<file path="config.mk">
export PLATFORM = sky130hd
export DESIGN_NAME = egs_scaler
export DESIGN_NICKNAME = d
export VERILOG_FILES = /design/src/pkg/egs_pkg.sv /design/src/core/egs_scaler.sv
export VERILOG_INCLUDE_DIRS = /design/src /design/src/pkg
export SDC_FILE = /design/constraint.sdc
export NUM_CORES = 1
export LEC_CHECK = 0
export BUFFER_PORTS_ARGS = -buffer_cell sky130_fd_sc_hd__buf_2
export CAP_MARGIN = 40
export CORE_MARGIN = 3
export CORE_UTILIZATION = 51
export DETAILED_ROUTE_END_ITERATION = 6
export PLACE_DENSITY = 0.8
export SYNTH_ARGS = -nofsm -noshare
export SYNTH_HDL_FRONTEND = slang
export SYNTH_SLANG_ARGS = --single-unit
</file>
<file path="constraint.sdc">
create_clock -name ref_clk -period 9.3 [get_ports ref_clk]
set_clock_uncertainty 0.05 [all_clocks]
set_input_delay 0.93 -clock ref_clk [delete_from_list [all_inputs] [get_ports ref_clk]]
set_output_delay 0.93 -clock ref_clk [all_outputs]
set_load 0.01 [all_outputs]
</file>
<file path="src/pkg/egs_consts.svh">
`ifndef EGS_CONSTS_SVH
`define EGS_CONSTS_SVH
`define EGS_DEN_MIN 15'd1
`define EGS_DEN_MAX 15'd30000
`define EGS_DEN3_RESET 15'd3000
`define EGS_DEN4_RESET 15'd4000
`define EGS_OFS_MIN (-32'sd30000)
`define EGS_OFS_MAX 32'sd30000
`define EGS_OFS_RESET 16'sh0000
`define EGS_OFS_STEP 32'sd1
`define EGS_MODE_RESET 1'b0
`define EGS_FERR_RESET 31'd90000
`define EGS_FERR_MAX 31'h40000000
`define EGS_LIMFN_RESET 1'b0
`endif

</file>
<file path="src/pkg/egs_pkg.sv">
package egs_pkg;
	// One stored ratio: numerator and denominator
	typedef struct packed {
		logic [15:0] num;
		logic [14:0] den;
	} egs_ratio_s;

	typedef enum logic [1:0] {
		EGS_IDLE = 2'b01,
		EGS_HOLD = 2'b10
	} egs_state_e;

	typedef struct packed {
		egs_state_e state;
		logic signed [15:0] ofs;
		logic up_last;
		logic dn_last;
		logic signed [31:0] rem;
		logic signed [39:0] ferr;
		logic out_pulse;
		logic out_dir;
		logic alarm;
		logic cleared;
	} egs_state_s;
endpackage : egs_pkg

</file>
<file path="src/core/egs_scaler.sv">
`include "egs_consts.svh"

module egs_scaler #(
	parameter int NUM_W = 16
) (
	// Clock and reset
	input wire logic ref_clk,
	input wire logic reset,
	// Command pulses from the motion controller
	input wire logic cmd_pulse,
	input wire logic cmd_dir,
	// Encoder feedback pulses
	input wire logic fb_pulse,
	input wire logic fb_dir,
	// Contacts
	input wire logic gear_step_up_input,
	input wire logic gear_step_down_input,
	input wire logic cw_travel_limit_input,
	input wire logic ccw_travel_limit_input,
	// Settings
	input wire egs_pkg::egs_ratio_s ratio [4],
	input wire logic [1:0] ratio_select,
	input wire logic gear_mode_setting,
	input wire logic limit_function_setting,
	input wire logic [30:0] following_error_range_setting,
	// Outputs
	output logic motor_pulse,
	output logic motor_dir,
	output logic position_error_alarm,
	output logic command_cleared,
	output logic signed [15:0] gear_numerator_offset
);
	import egs_pkg::*;

	localparam int N_RATIO = 4;

	// The offset arithmetic is written for a 16-bit numerator only
	if (NUM_W != 16) begin : g_bad_num_w
		$error("egs_scaler supports NUM_W of 16 only");
	end

	// Reset defaults must sit inside the ranges the logic accepts
	if (`EGS_DEN3_RESET < `EGS_DEN_MIN || `EGS_DEN4_RESET > `EGS_DEN_MAX) begin : g_bad_den
		$error("egs_scaler denominator defaults out of range");
	end
	if (`EGS_FERR_RESET > `EGS_FERR_MAX) begin : g_bad_ferr
		$error("egs_scaler following error default out of range");
	end

	// Complete block state, registered as one word
	egs_state_s st_reg;
	egs_state_s st_next;

	// Per-entry operands, one copy for each stored ratio
	wire logic signed [31:0] num_ext [N_RATIO];
	wire logic [14:0] den_ok [N_RATIO];

	// Decoded inputs
	wire logic up_rise;
	wire logic dn_rise;
	wire logic limit_act;
	wire logic clear_work;
	wire logic signed [39:0] range_s;

	// Working values of the combinational step
	logic signed [31:0] ofs_w;
	logic signed [31:0] num_sel;
	logic signed [31:0] num_eff;
	logic signed [31:0] den_eff;
	logic signed [31:0] rem_acc;
	logic signed [39:0] ferr_w;
	logic over_pos;
	logic over_neg;

	for (genvar gi = 0; gi < N_RATIO; gi++) begin : g_ratio
		assign num_ext[gi] = 32'(signed'(ratio[gi].num));
		// Pinning keeps the division from ever seeing a zero divisor
		assign den_ok[gi] = (ratio[gi].den < `EGS_DEN_MIN) ? `EGS_DEN_MIN
			: (ratio[gi].den > `EGS_DEN_MAX) ? `EGS_DEN_MAX
			: ratio[gi].den;
	end

	// The last-level flops reset low, the idle level of the contacts
	assign up_rise = gear_step_up_input && !st_reg.up_last;
	assign dn_rise = gear_step_down_input && !st_reg.dn_last;
	assign limit_act = cw_travel_limit_input || ccw_travel_limit_input;
	assign clear_work = limit_act && !limit_function_setting;
	// Signed copy of the range so a negative error compares correctly
	assign range_s = signed'(40'(following_error_range_setting));

	always_comb begin
		st_next = st_reg;
		st_next.out_pulse = 1'b0;
		// Offset steps: both edges in one cycle cancel
		ofs_w = 32'(st_reg.ofs);
		if (up_rise) begin
			ofs_w = ofs_w + `EGS_OFS_STEP;
		end
		if (dn_rise) begin
			ofs_w = ofs_w - `EGS_OFS_STEP;
		end
		if (ofs_w > `EGS_OFS_MAX) begin
			ofs_w = `EGS_OFS_MAX;
		end
		if (ofs_w < `EGS_OFS_MIN) begin
			ofs_w = `EGS_OFS_MIN;
		end

		st_next.ofs = 16'(ofs_w);
		st_next.up_last = gear_step_up_input;
		st_next.dn_last = gear_step_down_input;

		// Ratio choice
		if (gear_mode_setting) begin
			num_sel = num_ext[0] + 32'(st_reg.ofs);
			den_eff = 32'(den_ok[0]);
		end else begin
			num_sel = num_ext[ratio_select];
			den_eff = 32'(den_ok[ratio_select]);
		end
		// A negative numerator would drive backwards; it is held at zero
		if (num_sel < 0) begin
			num_eff = '0;
		end else begin
			num_eff = num_sel;
		end
		rem_acc = st_reg.rem + num_eff;

		// Pulse engine
		case (st_reg.state)
			EGS_IDLE: begin
				if (limit_act) begin
					// Commands are refused while a limit acts
					st_next.state = EGS_HOLD;
				end else if (cmd_pulse) begin
					st_next.out_dir = cmd_dir;
					if (rem_acc >= den_eff) begin
						st_next.rem = rem_acc - den_eff;
						st_next.out_pulse = 1'b1;
						st_next.state = EGS_HOLD;
					end else begin
						st_next.rem = rem_acc;
					end
				end else if (st_reg.rem >= den_eff) begin
					// Excess remainder drains one pulse at a time
					st_next.rem = st_reg.rem - den_eff;
					st_next.out_pulse = 1'b1;
					st_next.state = EGS_HOLD;
				end
			end
			EGS_HOLD: begin
				// One low cycle between motor pulses
				st_next.state = EGS_IDLE;
			end
			default: begin
				st_next.state = EGS_IDLE;
			end
		endcase

		// Setting 0 drops pending work; setting 1 keeps it but blocks commands
		if (clear_work) begin
			st_next.rem = '0;
		end
		// Cleared follows the limit contacts in either state
		st_next.cleared = limit_act;

		// Following error: scaled output minus feedback
		ferr_w = st_reg.ferr;
		if (st_reg.out_pulse) begin
			ferr_w = st_reg.out_dir ? ferr_w - 40'sd1 : ferr_w + 40'sd1;
		end
		if (fb_pulse) begin
			ferr_w = fb_dir ? ferr_w + 40'sd1 : ferr_w - 40'sd1;
		end
		if (clear_work) begin
			ferr_w = '0;
		end
		st_next.ferr = ferr_w;
		over_pos = ferr_w > range_s;
		over_neg = -ferr_w > range_s;
		// The alarm holds until reset
		st_next.alarm = st_reg.alarm || over_pos || over_neg;
	end

	always_ff @(posedge ref_clk) begin
		// Only constants here, so reset never depends on live inputs
		if (reset) begin
			st_reg.state <= EGS_IDLE;
			st_reg.ofs <= `EGS_OFS_RESET;
			st_reg.up_last <= 1'b0;
			st_reg.dn_last <= 1'b0;
			st_reg.rem <= '0;
			st_reg.ferr <= '0;
			st_reg.out_pulse <= 1'b0;
			st_reg.out_dir <= 1'b0;
			st_reg.alarm <= 1'b0;
			st_reg.cleared <= 1'b0;
		end else begin
			st_reg <= st_next;
		end
	end

	assign motor_pulse = st_reg.out_pulse;
	assign motor_dir = st_reg.out_dir;
	assign position_error_alarm = st_reg.alarm;
	assign command_cleared = st_reg.cleared;
	assign gear_numerator_offset = st_reg.ofs;
endmodule : egs_scaler

</file>
==> results of run 1 <==
final timing paths:
kind / endpoint / startpoint / slack [ns] / cells after the start
worst max-delay path: st_reg[70] / ratio[108] / 0.63 / 34
worst min-delay path: st_reg[44] / st_reg[44] / 0.46 / 2
worst max register to register: position_error_alarm / motor_dir / 0.84 / 29
worst min register to register: st_reg[44] / st_reg[44] / 0.46 / 2
area by class of cell:
class | count | area share
multi-input cells | 2218 | 0.773
flip-flops and latches | 96 | 0.0974
repair buffers | 221 | 0.0605
well taps | 455 | 0.0288
inverters | 132 | 0.0251
clock buffers | 9 | 0.0114
clock inverters | 7 | 0.00336
worst register-to-register path, delay by kind of cell, from the launching register on:
kind | cells | cell delay, ns
xor gates and xnor gates | 2 | 0.22
buffers and inverters | 3 | 0.57
and+or+nand+nor | 8 | 2.88
adders and majority gates | 3 | 1.09
AOI/OAI and AO/OA | 13 | 2.97
DFF | 1 | 0.58
routing by layer:
metal  GRT usage  wire length [µm]
met5           0                 0
met4       0.119              2450
met3      0.0588              5610
met2       0.509             28000
met1       0.419             26700
power by group through the flow:
stage          combinational (mW)  clock, mW  sequential [mW]
2_1_floorplan                1.65          0            0.515
3_3_place_gp                 2.06          0            0.566
3_5_place_dp                 2.11          0            0.569
4_1_cts                      2.13      0.407            0.559
5_1_grt                      2.40      0.424            0.572
6_report                     2.18      0.405            0.566
layout by cell type, fill, tap and decap left out, types with 21 or more instances in the layout:
cell type and count:
sky130_fd_sc_hd__a21o_1 64, sky130_fd_sc_hd__a21oi_1 220, sky130_fd_sc_hd__and3_1 33, sky130_fd_sc_hd__nor2b_1 46, sky130_fd_sc_hd__xnor2_1 95, sky130_fd_sc_hd__a211oi_1 41, sky130_fd_sc_hd__nor2_1 243, sky130_fd_sc_hd__or2_2 21
sky130_fd_sc_hd__nor3_1 84, sky130_fd_sc_hd__o21a_1 29, sky130_fd_sc_hd__inv_1 131, sky130_fd_sc_hd__nand4_1 56, sky130_fd_sc_hd__nand2b_1 45, sky130_fd_sc_hd__or3_1 21, sky130_fd_sc_hd__nor4_1 42, sky130_fd_sc_hd__o31ai_1 25
sky130_fd_sc_hd__o21ai_0 146, sky130_fd_sc_hd__buf_2 188, sky130_fd_sc_hd__o21bai_1 22, sky130_fd_sc_hd__dfxtp_1 94, sky130_fd_sc_hd__ha_1 202, sky130_fd_sc_hd__nand3_1 59, sky130_fd_sc_hd__o211ai_1 25, sky130_fd_sc_hd__a31oi_1 32
sky130_fd_sc_hd__mux2i_1 52, sky130_fd_sc_hd__xor2_1 53, sky130_fd_sc_hd__nand2_1 230, sky130_fd_sc_hd__buf_4 32
logic make-up (layout without fill, tap and decap cells):
| kind of cell | Yosys count | after routing | share of synthesized area |
|---|---|---|---|
| adder cells (fa/ha/maj) | 208 | 208 | 0.146 |
| XOR/XNOR | 149 | 149 | 0.0725 |
| multiplexers | 82 | 82 | 0.0571 |
| flip-flops | 96 | 96 | 0.106 |
| buffers and inverters | 254 | 369 | 0.0560 |
| AND/OR/NAND/NOR | 968 | 968 | 0.267 |
| AO/OA/AOI/OAI | 811 | 811 | 0.296 |
==> qor.json, run 1 <==
{
  "crit_path_top_delay_cell": {"value": "sky130_fd_sc_hd__o41ai_1"},
  "cts_tree": {"value": "yes"},
  "max_clock_freq": {"value": 0.115, "unit": "GHz"},
  "synth_largest_type_area_fraction": {"value": 0.139},
  "whs": {"value": 0.457, "unit": "ns"},
  "cellInternalPower": {"value": 1.55, "unit": "mW"},
  "netSwitchingPower": {"value": 1.60, "unit": "mW"},
  "vdd_drop_max": {"value": 115, "unit": "µV"},
  "outcome": {"value": "completed"},
  "final_antenna_net_count": {"value": 0},
  "switching_fraction_of_total_power": {"value": 0.509},
  "worst-endpoint-arrival": {"value": 8.91, "unit": "ns"},
  "floorplan.die_area": {"value": 38000, "unit": "µm²"},
  "nFillCells": {"value": 3333},
  "tightest_slew": {"value": 0.948, "unit": "ns"},
  "flow.area_growth_from_synthesis": {"value": 8.58, "unit": "%"},
  "clock-root-buffer": {"value": "sky130_fd_sc_hd__clkbuf_16"},
  "async_reset_ff_frac": {"value": 0},
  "drive_gt1_frac": {"value": 0.118},
  "clkSinkCount": {"value": 96},
  "detailedRoute.firstIterationViolations": {"value": 2556},
  "post_syn_nets": {"value": 2945},
  "synthesis.yosys.warnings": {"value": 0},
  "utilization_after_layout": {"value": 0.566},
  "htreeDepth": {"value": 3},
  "worstHoldPathType": {"value": "reg -> reg"},
  "cts_inserted_buffers": {"value": 9},
  "routed_wire_per_std_cell": {"value": 20.0, "unit": "µm"},
  "grt-ovfl-total": {"value": 0},
  "tns": {"value": 0, "unit": "ns"},
  "synth.ff_latch_count": {"value": 96},
  "placed_cells_incl_taps": {"value": 3122},
  "post_synth_instance_area": {"value": 18200, "unit": "µm²"},
  "finish.instance_area": {"value": 19800, "unit": "µm²"},
  "n_antenna_cell": {"value": 0},
  "place_area": {"value": 19500, "unit": "µm²"},
  "routed_wl": {"value": 62700, "unit": "µm"},
  "clock_latency_late_sink": {"value": 0.38, "unit": "ns"},
  "gp_congestion": {"value": 1.01},
  "layout.area.seq": {"value": 1920, "unit": "µm²"},
  "grt_pass1_wl": {"value": 100000, "unit": "µm"},
  "p_seq_frac": {"value": 0.180},
  "timing.critical_path.from_type": {"value": "input port"},
  "post-synth-top-count-cell": {"value": "sky130_fd_sc_hd__nor2_1"},
  "dieWidth": {"value": 195, "unit": "µm"},
  "fp-row-count": {"value": 68},
  "path_clk_slew": {"value": 0.08, "unit": "ns"},
  "type_of_element_capturing_the_critical_path": {"value": "flip-flop"},
  "critical_path_buf_inv_count": {"value": 1},
  "groute.usage.overall": {"value": 0.315},
  "design.final.nets": {"value": 3055},
  "critical_path.most_common_cell": {"value": "sky130_fd_sc_hd__a21oi_1"},
  "power.leakage": {"value": 8.84, "unit": "nW"},
  "syn-instance-count": {"value": 2568},
  "multi_input_area": {"value": 15300, "unit": "µm²"},
  "yosys.area.top_type": {"value": "sky130_fd_sc_hd__ha_1"},
  "synth_cell_types": {"value": 90},
  "p_comb_frac": {"value": 0.692},
  "largest_stage_delay_on_the_critical_path": {"value": 0.56, "unit": "ns"},
  "die-height": {"value": 195, "unit": "µm"},
  "routed_via_density": {"value": 6.58},
  "setup-violations-final": {"value": 0},
  "instances_no_fill": {"value": 3138},
  "min_period_over_period": {"value": 0.932},
  "final-max-slew-violation-count": {"value": 0},
  "count_of_boundary_i_o_pins": {"value": 189},
  "synth-edff-count": {"value": 0},
  "synthFlopType": {"value": "sky130_fd_sc_hd__dfxtp_1"},
  "max_cap_violations": {"value": 0},
  "setup_slack": {"value": 0.628, "unit": "ns"},
  "slew_headroom": {"value": 0.363},
  "grt_pass1_vias": {"value": 19562},
  "synth_commonest_cells": {"value": "244 x sky130_fd_sc_hd__nor2_1, 230 x sky130_fd_sc_hd__nand2_1, 220 x sky130_fd_sc_hd__a21oi_1, 202 x sky130_fd_sc_hd__ha_1, 146 x sky130_fd_sc_hd__o21ai_0"},
  "initial_utilization": {"value": 0.522},
  "dpl.hpwl": {"value": 49700, "unit": "µm"},
  "power": {"value": 3.15, "unit": "mW"},
  "post-cts-setup-buffers": {"value": 0},
  "synthesized_area_divided_by_synthesized_cell_count": {"value": 7.08, "unit": "µm²"},
  "grt_start_max_net_pins": {"value": 58},
  "finalHoldViolations": {"value": 0},
  "powerDensity": {"value": 159, "unit": "nW/µm²"},
  "drtPass1Iterations": {"value": 6},
  "post-route-drc-count": {"value": 0},
  "rsz0062_at_grt": {"value": "no"},
  "period_minus_slack": {"value": 8.67, "unit": "ns"},
  "cts_max_path_buffers": {"value": 2},
  "number_of_antenna_violations_at_the_first_check_in_global_routing": {"value": 0},
  "synth_sequential_area_ratio": {"value": 0.106},
  "share_clk_of_total_power": {"value": 0.129},
  "detailedPlace.worstSlack": {"value": 0.344, "unit": "ns"},
  "cts_resized": {"value": 0},
  "cp.required": {"value": 9.54, "unit": "ns"},
  "synth_area_leaders": {"value": "sky130_fd_sc_hd__ha_1 14%, sky130_fd_sc_hd__dfxtp_1 11%, sky130_fd_sc_hd__a21oi_1 6.1%"},
  "core_region_area": {"value": 34900, "unit": "µm²"},
  "worst-path-max-fanout": {"value": 7},
  "critPathTopFamily": {"value": "compound AO/OA/AOI/OAI gates"},
  "number_of_port_buffers": {"value": 188},
  "route.vias.total": {"value": 20649},
  "largest_register_ffs": {"value": 76},
  "worst-setup-path-type": {"value": "in -> reg"},
  "holdBufCountCts": {"value": 0}
}
(Power assumes the default switching activity.)
==> run 2: changes to the inputs <==
--- a/config.mk
+++ b/config.mk
@@ -11,6 +11,7 @@
 export CORE_MARGIN = 3
 export CORE_UTILIZATION = 51
 export DETAILED_ROUTE_END_ITERATION = 6
+export GPL_TIMING_DRIVEN = 0
 export PLACE_DENSITY = 0.8
 export SYNTH_ARGS = -nofsm -noshare
 export SYNTH_HDL_FRONTEND = slang
==> qor.json, run 2 (synthesized netlist as in run 1, its figures left out) <==
{
  "outcome": {"value": "completed"},
  "flow.area_growth_from_synthesis": {"value": 10.9, "unit": "%"},
  "reg2reg_setup_slack": {"value": 0.64, "unit": "ns", "change": "-0.20 ns"},
  "vdd_drop_max": {"value": 120, "unit": "µV", "change": "+4.2%"},
  "critPathLaunch": {"value": "ratio[108]"},
  "netSwitchingPower": {"value": 1.63, "unit": "mW", "change": "+1.4%"},
  "count_of_boundary_i_o_pins": {"value": 189, "change": "unchanged"},
  "tightest_slew": {"value": 1.04, "unit": "ns", "change": "+0.0967 ns"},
  "worst-setup-path-type": {"value": "in -> reg"},
  "period_minus_slack": {"value": 8.79, "unit": "ns", "change": "+0.117 ns"},
  "r2r.worst_path.cells": {"value": 34, "change": "+17%"},
  "drtPass1Iterations": {"value": 7, "change": "+1"},
  "clock-root-buffer": {"value": "sky130_fd_sc_hd__clkbuf_16"},
  "p_seq_frac": {"value": 0.166, "change": "-0.014"},
  "max_clock_freq": {"value": 0.114, "unit": "GHz", "change": "-1.3%"},
  "power.leakage": {"value": 8.98, "unit": "nW", "change": "+1.6%"},
  "design.final.nets": {"value": 3147, "change": "+3.0%"},
  "setup-violations-final": {"value": 0, "change": "unchanged"},
  "route.vias.total": {"value": 21292, "change": "+3.1%"},
  "detailedPlace.worstSlack": {"value": -1.17, "unit": "ns", "change": "-1.51 ns"},
  "nFillCells": {"value": 3328, "change": "-0.15%"},
  "final_antenna_net_count": {"value": 0, "change": "unchanged"},
  "layout.cells.most_common_list": {"value": "244 x sky130_fd_sc_hd__nor2_1, 230 x sky130_fd_sc_hd__nand2_1, 219 x sky130_fd_sc_hd__a21oi_1"},
  "powerDensity": {"value": 162, "unit": "nW/µm²", "change": "+1.3%"},
  "r2r-end": {"value": "st_reg[64]"},
  "grt-ovfl-total": {"value": 0, "change": "unchanged"},
  "cts_tree": {"value": "yes"},
  "type_of_element_capturing_the_critical_path": {"value": "flip-flop"},
  "floorplan.die_area": {"value": 38000, "unit": "µm²", "change": "unchanged"},
  "timing.critical_path.from_type": {"value": "input port"},
  "crit_path_top_delay_cell": {"value": "sky130_fd_sc_hd__fa_1"},
  "commonest_non_fill_non_tap_cell_in_the_layout": {"value": "sky130_fd_sc_hd__nor2_1"},
  "cellInternalPower": {"value": 1.63, "unit": "mW", "change": "+5.7%"},
  "finalHoldViolations": {"value": 0, "change": "unchanged"},
  "post-route-drc-count": {"value": 0, "change": "unchanged"},
  "groute.usage.overall": {"value": 0.334, "change": "+0.0190"},
  "utilization_after_layout": {"value": 0.579, "change": "+0.0122"},
  "largest_stage_delay_on_the_critical_path": {"value": 0.41, "unit": "ns", "change": "-0.15 ns"},
  "routed_wire_per_std_cell": {"value": 20.7, "unit": "µm", "change": "+3.5%"},
  "share_clk_of_total_power": {"value": 0.141, "change": "+0.012"},
  "routed_wl": {"value": 66800, "unit": "µm", "change": "+6.5%"},
  "number_of_port_buffers": {"value": 185, "change": "-1.6%"},
  "p_comb_frac": {"value": 0.693, "change": "about the same"},
  "slew_headroom": {"value": 0.302, "change": "-0.0605"},
  "regToRegStartpoint": {"value": "gear_numerator_offset[0]"},
  "gp_congestion": {"value": 1.01, "change": "about the same"},
  "n_antenna_cell": {"value": 0, "change": "unchanged"},
  "number_of_antenna_violations_at_the_first_check_in_global_routing": {"value": 0, "change": "unchanged"},
  "routed_via_density": {"value": 6.59, "change": "+0.18%"},
  "dpl.hpwl": {"value": 53600, "unit": "µm", "change": "+7.7%"},
  "clkSinkCount": {"value": 96, "change": "unchanged"},
  "core_region_area": {"value": 34900, "unit": "µm²", "change": "unchanged"},
  "final-max-slew-violation-count": {"value": 0, "change": "unchanged"},
  "fp-row-count": {"value": 68, "change": "unchanged"},
  "critical_path.endpoint": {"value": "st_reg[64]"},
  "cts_max_path_buffers": {"value": 2, "change": "unchanged"},
  "cp.required": {"value": 9.49, "unit": "ns", "change": "-0.05 ns"},
  "grt_pass1_vias": {"value": 19956, "change": "+2.0%"},
  "die-height": {"value": 195, "unit": "µm", "change": "unchanged"},
  "critical_path.most_common_cell": {"value": "sky130_fd_sc_hd__a21oi_1"},
  "worst-endpoint-arrival": {"value": 8.98, "unit": "ns", "change": "+0.07 ns"},
  "rsz0062_at_grt": {"value": "no"},
  "clock_latency_late_sink": {"value": 0.39, "unit": "ns", "change": "about the same"},
  "worst-path-max-fanout": {"value": 7, "change": "unchanged"},
  "path_clk_slew": {"value": 0.08, "unit": "ns", "change": "about the same"},
  "drive_gt1_frac": {"value": 0.116, "change": "-0.00248"},
  "setup_slack": {"value": 0.511, "unit": "ns", "change": "-0.117 ns"},
  "worstHoldPathType": {"value": "reg -> reg"},
  "largest_register_ffs": {"value": 76, "change": "unchanged"},
  "grt_start_max_net_pins": {"value": 40, "change": "-31%"},
  "cts_inserted_buffers": {"value": 9, "change": "unchanged"},
  "dieWidth": {"value": 195, "unit": "µm", "change": "unchanged"},
  "htreeDepth": {"value": 3, "change": "unchanged"},
  "switching_fraction_of_total_power": {"value": 0.499, "change": "-0.0102"},
  "initial_utilization": {"value": 0.522, "change": "unchanged"},
  "grt_pass1_wl": {"value": 105000, "unit": "µm", "change": "+4.6%"},
  "min_period_over_period": {"value": 0.945, "change": "+0.0126"},
  "finish.instance_area": {"value": 20200, "unit": "µm²", "change": "+2.2%"},
  "detailedRoute.firstIterationViolations": {"value": 2836, "change": "+11%"},
  "max_cap_violations": {"value": 0, "change": "unchanged"},
  "place_area": {"value": 19800, "unit": "µm²", "change": "+1.5%"}
}
## run 2: cell types whose count changed in the layout (fill, tap and decap cells not counted), moves of 3 or more
cell	delta
sky130_fd_sc_hd__o21ai_1	+4
sky130_fd_sc_hd__clkbuf_2	+7
sky130_fd_sc_hd__o21ai_0	-5
sky130_fd_sc_hd__buf_4	-15
sky130_fd_sc_hd__buf_2	+3
sky130_fd_sc_hd__clkbuf_1	+79
sky130_fd_sc_hd__bufinv_16	+3
sky130_fd_sc_hd__buf_1	+16
sky130_fd_sc_hd__inv_6	-4
## run 2: critical path: cells and delay by family
family | cells | cell delay [ns]
AO/OA/AOI/OAI | 19 | 4.28
adder cells (fa/ha/maj) | 5 | 1.62
AND/OR/NAND/NOR | 8 | 1.61
XOR/XNOR | 1 | 0.22
buffers and inverters | 2 | 0.31
## run 2: routing by layer
| layer | routed length (µm) | up-vias | GRT usage |
|---|---|---|---|
| met2 | 29700 | 1095 | 0.540 |
| met4 | 2670 | 0 | 0.130 |
| met5 | 0 | - | 0 |
| met1 | 28000 | 9976 | 0.448 |
| li1 | - | 10034 | - |
| met3 | 6430 | 187 | 0.0522 |
## run 2: worst min-delay path by stage
stage / end / start / depth (start not counted)
2_1_floorplan: st_reg[50] / st_reg[50] / 2
3_3_place_gp: st_reg[44] / st_reg[44] / 2
3_5_place_dp: st_reg[44] / st_reg[44] / 2
4_1_cts: st_reg[44] / st_reg[44] / 2
5_1_grt: st_reg[44] / st_reg[44] / 2
6_report: st_reg[44] / st_reg[44] / 2
## run 2: per-stage QoR
| step | hold WS (ns) | total power, mW | cells | TNS [ns] |
|---|---|---|---|---|
| final | 0.444 | 3.26 | 3230 | 0 |
| after global routing | 0.484 | 3.50 | 3230 | 0 |
| after CTS | 0.444 | 3.18 | 3229 | 0 |
| after detailed placement | 0.432 | 2.72 | 3214 | -16.56 |
| after global placement | 0.422 | 2.66 | 3208 | -6.59 |
| after floorplan | 0.404 | 2.16 | 2568 | 0 |
## run 2: cell type report
class,instances,area [µm²],share of cell area
tap,455,569,0.0282
buffer,121,533,0.0264
multi-input combinational,2218,15300,0.760
clock buffer,10,229,0.0113
sequential,96,1930,0.0954
timing repair buffer,192,993,0.0492
clock inverter,6,108,0.00533
inverter,132,495,0.0246
## run 2: repair_timing
action | 4_1_cts | 5_1_grt
pin swaps | 0 | 1
resized for setup | 9 | 25
endpoints found under the setup margin | 24 | 27
setup buffers | 0 | 1
hold buffers | 0 | 0
## run 2: power by group through the flow
stage               Sequential, mW  Clock [mW]  Combinational [mW]
floorplan                    0.515           0                1.65
global placement             0.546           0                2.11
detailed placement           0.546           0                2.17
CTS                          0.536       0.459                2.19
global route                 0.546       0.472                2.48
finish                       0.541       0.461                2.26
